==> src/verilog/scirq_defs.vh <==
// Register map, field positions and timing counts for the card interrupt and supply block
`ifndef SCIRQ_DEFS_VH
`define SCIRQ_DEFS_VH
`define SCIRQ_ADDR_W 16
`define SCIRQ_OFF_STATUS 16'hfe01
`define SCIRQ_OFF_ENABLE 16'hfe02
`define SCIRQ_OFF_SUPPLY 16'hfe03
`define SCIRQ_OFF_TIMER 16'hfe04
`define SCIRQ_OFF_TXCS 16'hfe06
`define SCIRQ_OFF_RXCS 16'hfe07
`define SCIRQ_ENABLE_RST 8'h00
`define SCIRQ_SUPPLY_RST 8'h00
`define SCIRQ_TIMER_RST 4'hf
`define SCIRQ_B_WAIT 7
`define SCIRQ_B_CARD 6
`define SCIRQ_B_STMR 5
`define SCIRQ_B_RX 4
`define SCIRQ_B_TXEV 3
`define SCIRQ_B_TXDN 2
`define SCIRQ_B_TXF 1
`define SCIRQ_B_RXF 0
`define SCIRQ_S_SEL_HI 7
`define SCIRQ_S_SEL_LO 6
`define SCIRQ_S_FAULT 5
`define SCIRQ_S_RDY 4
`define SCIRQ_S_GOOD 3
`define SCIRQ_S_PD 0
`define SCIRQ_TICK_HZ 32768
`define SCIRQ_TICK_NS_X10 305
`define SCIRQ_CLK_HZ 125000000
`define SCIRQ_TICK_CYC (`SCIRQ_CLK_HZ / `SCIRQ_TICK_HZ)
`endif

==> src/verilog/scirq_top.v <==
// Card interrupt status/enable and card supply control
//
// Decided for this implementation: the address-and-strobe port.
`timescale 1ns/100ps
`include "scirq_defs.vh"
module scirq_top #(
  parameter TICK_CYC = `SCIRQ_TICK_CYC,
  parameter DEACT_CYC = 4
)(
  input wire core_clk,
  input wire rst,
  input wire clk_en,
  input wire [15:0] reg_addr,
  input wire [7:0] reg_wdata,
  input wire reg_wr,
  input wire reg_rd,
  output reg [7:0] reg_rdata,
  output wire card_irq,
  input wire sync_mode,
  input wire clock_stop_mode,
  input wire uart_bypass,
  input wire t0_mode,
  input wire break_detect_en,
  input wire wait_timeout,
  input wire length_max,
  input wire length_terminal,
  input wire card_detect_pin,
  input wire iface_fault,
  input wire rx_fifo_not_empty,
  input wire card_io_pin,
  input wire tx_fifo_empty,
  input wire tx_fifo_full,
  input wire tx_byte_sent,
  input wire break_detected,
  input wire tx_underrun,
  input wire rx_overrun,
  input wire rx_parity_err,
  input wire supply_good_pin,
  input wire core_supply_fault_pin,
  output reg [1:0] supply_level,
  output reg activate,
  output reg lines_active,
  output wire iface_power_down
);
  localparam ST_OFF = 2'h0;
  localparam ST_WAIT = 2'h1;
  localparam ST_ON = 2'h2;
  localparam ST_DEACT = 2'h3;

  // Pins from outside pass two flops before use
  // I/O line idles high, so its stages reset high: no false falling edge after reset
  reg [2:0] sync1;
  reg [2:0] sync2;
  always @(posedge core_clk or posedge rst)
  begin
    if (rst)
    begin
      sync1 <= 3'h4;
      sync2 <= 3'h4;
    end
    else if (clk_en)
    begin
      sync1 <= {card_io_pin, supply_good_pin, core_supply_fault_pin};
      sync2 <= sync1;
    end
  end
  wire io_s = sync2[2];
  wire good_s = sync2[1];
  wire vfault_s = sync2[0];

  // Card path ignores the clock enable, so insertion is seen while the logic is stopped
  reg [1:0] card_sync1;
  reg [1:0] card_sync2;
  reg det_d;
  always @(posedge core_clk or posedge rst)
  begin
    if (rst)
    begin
      card_sync1 <= 2'h0;
      card_sync2 <= 2'h0;
      det_d <= 1'b0;
    end
    else
    begin
      card_sync1 <= {card_detect_pin, iface_fault};
      card_sync2 <= card_sync1;
      det_d <= card_sync2[1];
    end
  end
  wire det_s = card_sync2[1];
  wire ifault_s = card_sync2[0];

  reg io_d;
  reg good_d;
  reg txe_d;
  reg txf_d;
  always @(posedge core_clk or posedge rst)
  begin
    if (rst)
    begin
      io_d <= 1'b1;
      good_d <= 1'b0;
      txe_d <= 1'b0;
      txf_d <= 1'b0;
    end
    else if (clk_en)
    begin
      io_d <= io_s;
      good_d <= good_s;
      txe_d <= tx_fifo_empty;
      txf_d <= tx_fifo_full;
    end
  end

  wire rd_status = reg_rd && (reg_addr == `SCIRQ_OFF_STATUS);
  wire rd_txcs = reg_rd && (reg_addr == `SCIRQ_OFF_TXCS);
  wire rd_rxcs = reg_rd && (reg_addr == `SCIRQ_OFF_RXCS);
  wire wr_enable = reg_wr && (reg_addr == `SCIRQ_OFF_ENABLE);
  wire wr_supply = reg_wr && (reg_addr == `SCIRQ_OFF_SUPPLY);
  wire wr_timer = reg_wr && (reg_addr == `SCIRQ_OFF_TIMER);

  reg [7:0] irq_enable;
  reg [1:0] supply_select;
  reg ready_start;
  reg power_down;
  reg [3:0] timer_load;
  reg [1:0] state;
  reg [3:0] tick_count;
  reg [31:0] div_count;
  reg [7:0] deact_count;
  reg timer_expired_ev;

  wire card_ev = (det_s != det_d) || ifault_s;
  wire good_lost = good_d && !good_s && (state != ST_OFF);
  wire wait_ev = (clock_stop_mode ? length_terminal : (sync_mode ? length_max : wait_timeout));
  wire rx_edge = io_d && !io_s;
  wire txev_ev = (tx_fifo_empty && !txe_d) || (tx_fifo_full && !txf_d);
  wire txdn_ev = tx_byte_sent && !(t0_mode && break_detect_en && break_detected);
  wire txf_ev = break_detected || tx_underrun;
  wire rxf_ev = rx_overrun || rx_parity_err;

  wire [7:0] status;
  reg flag_wait;
  reg card_flag;
  reg flag_stmr;
  reg flag_rx;
  reg flag_txev;
  reg flag_txdn;
  reg flag_txf;
  reg flag_rxf;

  assign status[`SCIRQ_B_WAIT] = flag_wait;
  assign status[`SCIRQ_B_CARD] = card_flag;
  assign status[`SCIRQ_B_STMR] = flag_stmr;
  assign status[`SCIRQ_B_RX] = flag_rx;
  assign status[`SCIRQ_B_TXEV] = flag_txev;
  assign status[`SCIRQ_B_TXDN] = flag_txdn;
  assign status[`SCIRQ_B_TXF] = flag_txf;
  assign status[`SCIRQ_B_RXF] = flag_rxf;

  // Card flag runs without the clock enable; a read while frozen is not taken, so it cannot clear
  always @(posedge core_clk or posedge rst)
  begin
    if (rst)
      card_flag <= 1'b0;
    else
      card_flag <= card_ev | (card_flag & ~(rd_status & clk_en));
  end

  // Set beats clear when both land in one cycle
  always @(posedge core_clk or posedge rst)
  begin
    if (rst)
    begin
      flag_wait <= 1'b0;
      flag_stmr <= 1'b0;
      flag_rx <= 1'b0;
      flag_txev <= 1'b0;
      flag_txdn <= 1'b0;
      flag_txf <= 1'b0;
      flag_rxf <= 1'b0;
    end
    else if (clk_en)
    begin
      flag_wait <= wait_ev | (flag_wait & ~rd_status);
      flag_stmr <= timer_expired_ev | (flag_stmr & ~rd_status);
      if (uart_bypass)
      begin
        flag_rx <= rx_edge | (flag_rx & ~rd_status);
      end
      else
      begin
        flag_rx <= rx_fifo_not_empty;
      end
      flag_txev <= txev_ev | (flag_txev & ~rd_txcs);
      flag_txdn <= txdn_ev | (flag_txdn & ~rd_status);
      flag_txf <= txf_ev | (flag_txf & ~rd_txcs);
      flag_rxf <= rxf_ev | (flag_rxf & ~rd_rxcs);
    end
  end

  // Bit 7 of the enable serves wait or length interrupt alike
  assign card_irq = |(status & irq_enable);
  assign iface_power_down = power_down;

  wire sel_nonzero = (reg_wdata[`SCIRQ_S_SEL_HI:`SCIRQ_S_SEL_LO] != 2'h0);
  // Zero field means no timeout, so only ready start can carry activation
  wire timer_none = (timer_load == 4'h0);
  wire tick_now = (div_count == TICK_CYC - 1);
  wire timer_done = !timer_none && tick_now && (tick_count == timer_load - 4'h1);

  always @(posedge core_clk or posedge rst)
  begin
    if (rst)
    begin
      irq_enable <= `SCIRQ_ENABLE_RST;
      supply_select <= 2'h0;
      ready_start <= 1'b0;
      power_down <= 1'b0;
      timer_load <= `SCIRQ_TIMER_RST;
      state <= ST_OFF;
      tick_count <= 4'h0;
      div_count <= 32'h0;
      deact_count <= 8'h00;
      timer_expired_ev <= 1'b0;
      supply_level <= 2'h0;
      activate <= 1'b0;
      lines_active <= 1'b0;
    end
    else if (clk_en)
    begin
      timer_expired_ev <= 1'b0;
      if (wr_enable)
        irq_enable <= reg_wdata;
      if (wr_timer)
        timer_load <= reg_wdata[3:0];
      if (wr_supply)
      begin
        supply_select <= reg_wdata[`SCIRQ_S_SEL_HI:`SCIRQ_S_SEL_LO];
        ready_start <= reg_wdata[`SCIRQ_S_RDY];
        power_down <= reg_wdata[`SCIRQ_S_PD];
      end
      if (vfault_s)
        supply_select <= 2'h0;
      case (state)
        ST_OFF:
        begin
          activate <= 1'b0;
          lines_active <= 1'b0;
          supply_level <= 2'h0;
          tick_count <= 4'h0;
          div_count <= 32'h0;
          // Write-time start; both bits arrive in one write
          if (wr_supply && sel_nonzero && !vfault_s)
          begin
            state <= ST_WAIT;
            supply_level <= reg_wdata[`SCIRQ_S_SEL_HI:`SCIRQ_S_SEL_LO];
          end
        end
        ST_WAIT:
        begin
          if (tick_now)
          begin
            div_count <= 32'h0;
            if (!timer_none)
              tick_count <= tick_count + 4'h1;
          end
          else
            div_count <= div_count + 32'h1;
          if (vfault_s || supply_select == 2'h0)
          begin
            state <= ST_DEACT;
            deact_count <= 8'h00;
          end
          else if (ready_start && good_s)
          begin
            state <= ST_ON;
            activate <= 1'b1;
            lines_active <= 1'b1;
          end
          else if (timer_done)
          begin
            timer_expired_ev <= 1'b1;
            if (good_s)
            begin
              state <= ST_ON;
              activate <= 1'b1;
              lines_active <= 1'b1;
            end
            else
            begin
              // Supply never came good: forced off
              state <= ST_DEACT;
              deact_count <= 8'h00;
              supply_select <= 2'h0;
            end
          end
        end
        ST_ON:
        begin
          if (card_ev || good_lost || vfault_s || supply_select == 2'h0)
          begin
            state <= ST_DEACT;
            deact_count <= 8'h00;
            lines_active <= 1'b0;
          end
        end
        ST_DEACT:
        begin
          activate <= 1'b0;
          lines_active <= 1'b0;
          // Supply stays on until lines have settled low
          if (deact_count == DEACT_CYC[7:0])
          begin
            supply_level <= 2'h0;
            if (supply_select == 2'h0)
              state <= ST_OFF;
          end
          else
            deact_count <= deact_count + 8'h01;
        end
        default:
          state <= ST_OFF;
      endcase
    end
  end

  // Fault bit reads 1 while the core supply is sound
  wire [7:0] supply_rd = {supply_select, ~vfault_s, ready_start, good_s, 2'b00, power_down};

  // UART control/status addresses only clear flags here and read back as zero

  always @(posedge core_clk or posedge rst)
  begin
    if (rst)
      reg_rdata <= 8'h00;
    else if (clk_en)
    begin
      if (reg_rd)
      begin
        case (reg_addr)
          `SCIRQ_OFF_STATUS: reg_rdata <= status;
          `SCIRQ_OFF_ENABLE: reg_rdata <= irq_enable;
          `SCIRQ_OFF_SUPPLY: reg_rdata <= supply_rd;
          `SCIRQ_OFF_TIMER: reg_rdata <= {4'h0, timer_load};
          default: reg_rdata <= 8'h00;
        endcase
      end
      else
        reg_rdata <= 8'h00;
    end
  end
endmodule

==> config.mk <==
export PLATFORM = sky130hd
export DESIGN_NAME = scirq_top
export DESIGN_NICKNAME = d
export VERILOG_FILES = /design/src/verilog/scirq_top.v
export VERILOG_INCLUDE_DIRS = /design/src /design/src/verilog
export SDC_FILE = /design/constraint.sdc
export NUM_CORES = 1
export LEC_CHECK = 0
export BUFFER_PORTS_ARGS = -buffer_cell sky130_fd_sc_hd__buf_2
export CAP_MARGIN = 20
export CORE_ASPECT_RATIO = 0.5
export CORE_MARGIN = 8
export CORE_UTILIZATION = 40
export CTS_BUF_LIST = sky130_fd_sc_hd__clkbuf_4
export DETAILED_ROUTE_END_ITERATION = 8
export GPL_ROUTABILITY_DRIVEN = 0
export PLACE_DENSITY = 0.65
export SETUP_SLACK_MARGIN = 0.5
export SLEW_MARGIN = 10
export SYNTH_ARGS = -nofsm -noshare
export SYNTH_HDL_FRONTEND = slang
export SYNTH_SLANG_ARGS = --single-unit
==> constraint.sdc <==
create_clock -name core_clk -period 3.8 [get_ports core_clk]
set_clock_uncertainty 0.05 [all_clocks]
set_input_delay 0.95 -clock core_clk [delete_from_list [all_inputs] [get_ports core_clk]]
set_output_delay 0.95 -clock core_clk [all_outputs]
set_load 0.05 [all_outputs]
==> out/results.ini <==
[status]
status=complete, no violations

[synthesis]
synthesis.area_um2=5190
synth.top_cells.by_count=sky130_fd_sc_hd__dfrtp_1 (91), sky130_fd_sc_hd__nand2_1 (44), sky130_fd_sc_hd__nor2_1 (37)
synth_seq_cells=98
postSynth.topFlopCell=sky130_fd_sc_hd__dfrtp_1
avgSynthCellArea_um2=10.0
netlist_instances=519
synthDistinctLibCells=63
synth_fp_nets=580
synth_seq_area_share_pct=47.4
yosysWarningCount=0
most_numerous_cell_in_the_yosys_netlist=sky130_fd_sc_hd__dfrtp_1
synth_async_sr_flop_share_pct=100
synth.area.top_cells=sky130_fd_sc_hd__dfrtp_1 (44%), sky130_fd_sc_hd__mux2_2 (5.2%), sky130_fd_sc_hd__dfstp_2 (3.5%)
yosys.area.top_type_share_pct=43.9
synth_top_cell_by_area=sky130_fd_sc_hd__dfrtp_1
edff_count_synth=0

[global_route]
global_route.usage.total_pct=14.5
first_global_vias=4001
grt_pass1_wl_um=20100
grt_max_degree=69
grt_overflow_total=0
grt_antenna_before_repair=0

[clock_network]
cts.root.buffer_cell=sky130_fd_sc_hd__clkbuf_4
cts_resized=0
clk-insertion-delay-late_ns=0.45
cts_setup_buffers=0
cts_inserted_buffers=9
hold_buffers=0
clock_pin_slew_on_the_worst_setup_and_hold_paths_ns=0.14
cts_max_level=3
ctsLongestPathBuffers=2
tritoncts_clock_tree=yes
cts.sink_count=98

[pwr]
power-per-cell-area_nw_per_um2=401
ir_drop_mv=0.183
p_comb_share_pct=25.6
post-layout-total-power_mw=2.35
p_sw_mw=0.792
internal_power_mw=1.56
power.static_leakage_nw=2.62
switching_share_pct=33.7
clock_power_share_pct=23.4
seq_power_share_pct=51.0

[critical_path]
path_buf_inv=1
path_class=primary input to flip-flop
endpoint_kind=flip-flop
cp_slowest_stage_delay_ns=0.57
timing.critical_path.fanout_max=10
critical_path.cell_chain=buf_2 > or4_1 > nor4_4 > and2_0 > nand4b_2 > mux2_2
critical_path.top_delay_family=simple AND/OR/NAND/NOR gates
worstPathRequired_ns=4.09
timing.critical_path.slowest_stage_cell=sky130_fd_sc_hd__or4_1
critical_path.startpoint_type=primary input
critPathArrivalTime_ns=3.25

[sta]
slew_violations=0
rsz0062_at_grt=false
fin_tns_setup_ns=0
layout_worst_path_cycle_share_pct=77.8
clock.fmax_ghz=0.338
period_minus_slack_ns=2.96
tightest_slew_ns=0.898
hold_viol=0
finalHoldWorstSlack_ns=0.300
finalSetupViolations=0
post-route-worst-setup-slack_ns=0.845
maxSlewHeadroom_pct=39.5

[die]
die-width_um=177
initial_core_util_pct=41.0
core_um2=12700
num_rows=29
io-pin-count=64
fp.dieH_um=96.5
die-area_um2=17100

[route]
num_vias=4155
drt_drc_violations_left=0
final_antenna_net_count=0
wl_per_cell_um=16.0
wirelength_um=12200
detail_route.first_pass.iterations=4
vias_per_cell=5.48
drt-initial-drc-count=333

[place]
hpwl_um=8890
numPortBuffers=63
setup_slack_at_placement_ns=0.413
number_of_placed_instances_taps_included=742

[worst_hold_path]
hold_class=flip-flop to flip-flop

[layout]
drive_above_1_share_pct=22.3
fill_cells=1215
syn_to_final_growth_pct=13.0
fin_cells=758
diodes=0
nNetsFinal=644

[job]
cap_viol_max_count=0

## flip-flops by register name, summed over array words and instances, names as in the netlist, 3 cells and up
register,cells
timer_load,4
reg_rdata,8
sync1,3
deact_count,8
sync2,3
div_count,32
irq_enable,8
tick_count,4
## cell usage in the layout (no fill, tap or decap), types with 15 or more instances in the layout
| master | count |
|---|---|
| sky130_fd_sc_hd__dfrtp_1 | 91 |
| sky130_fd_sc_hd__buf_2 | 63 |
| sky130_fd_sc_hd__nand2_1 | 44 |
| sky130_fd_sc_hd__nor2_1 | 37 |
| sky130_fd_sc_hd__inv_1 | 33 |
| sky130_fd_sc_hd__o21ai_0 | 28 |
| sky130_fd_sc_hd__mux2_2 | 24 |
| sky130_fd_sc_hd__nand3_1 | 23 |
| sky130_fd_sc_hd__xor2_1 | 18 |
| sky130_fd_sc_hd__nand4_1 | 15 |
## power groups by stage
stage	logic [mW]	registers [mW]	clock network, mW
global route	0.679	1.21	0.615
finish	0.602	1.20	0.550
detailed placement	0.603	1.22	0
floorplan	0.450	1.20	0
CTS	0.609	1.20	0.571
global placement	0.598	1.21	0
## routing by layer
layer | wire length (µm) | track usage (%) | up-vias | share of wire, %
met5 | 0 | 0 | - | 0
met4 | 138 | 3.82 | 0 | 1.1
met3 | 601 | 3.57 | 15 | 4.9
met2 | 5590 | 23.0 | 84 | 46
met1 | 5820 | 19.6 | 2031 | 48
li1 | - | - | 2025 | -
## per-stage QoR
step	area, µm²	utilization (%)
global placement	5730	45.3
detailed placement	5730	45.3
CTS	5860	46.3
finish	5860	46.3
floorplan	5190	-
global route	5860	46.3
## final cells by class
cell class / instances / area, µm² / area share (%)
Multi-Input combinational cell: 367 / 2520 / 43.0
Clock buffer: 10 / 75.1 / 1.28
Inverter: 34 / 131 / 2.24
Timing Repair Buffer: 73 / 403 / 6.87
Tap cell: 170 / 213 / 3.63
Clock inverter: 6 / 57.6 / 0.982
Sequential cell: 98 / 2460 / 42.0
## path summary, 6_finish.rpt
kind	startpoint	to	slack, ns	depth (start not counted)
max in group asynchronous	rst	timer_load[0]	2.35	3
min in group asynchronous	rst	activate	0.53	2
worst min-delay path	card_sync1[0]	card_sync2[0]	0.30	0
worst max register to register	div_count[1]	deact_count[4]	0.90	8
worst max-delay path	reg_addr[3]	irq_enable[0]	0.84	6
worst min register to register	card_sync1[0]	card_sync2[0]	0.30	0
## cells by family (layout without fill, tap and decap cells)
logic type      Yosys count  after routing  share of synthesized area, %
flops                    98             98                          47.4
mux                      29             29                          6.17
compound gates          112            112                          15.4
buf+inv                  54            123                          3.95
simple gates            185            185                          19.3
fa+ha+maj                11             11                          2.65
xor+xnor                 30             30                          5.06
Power figures use the tool's default switching activity.
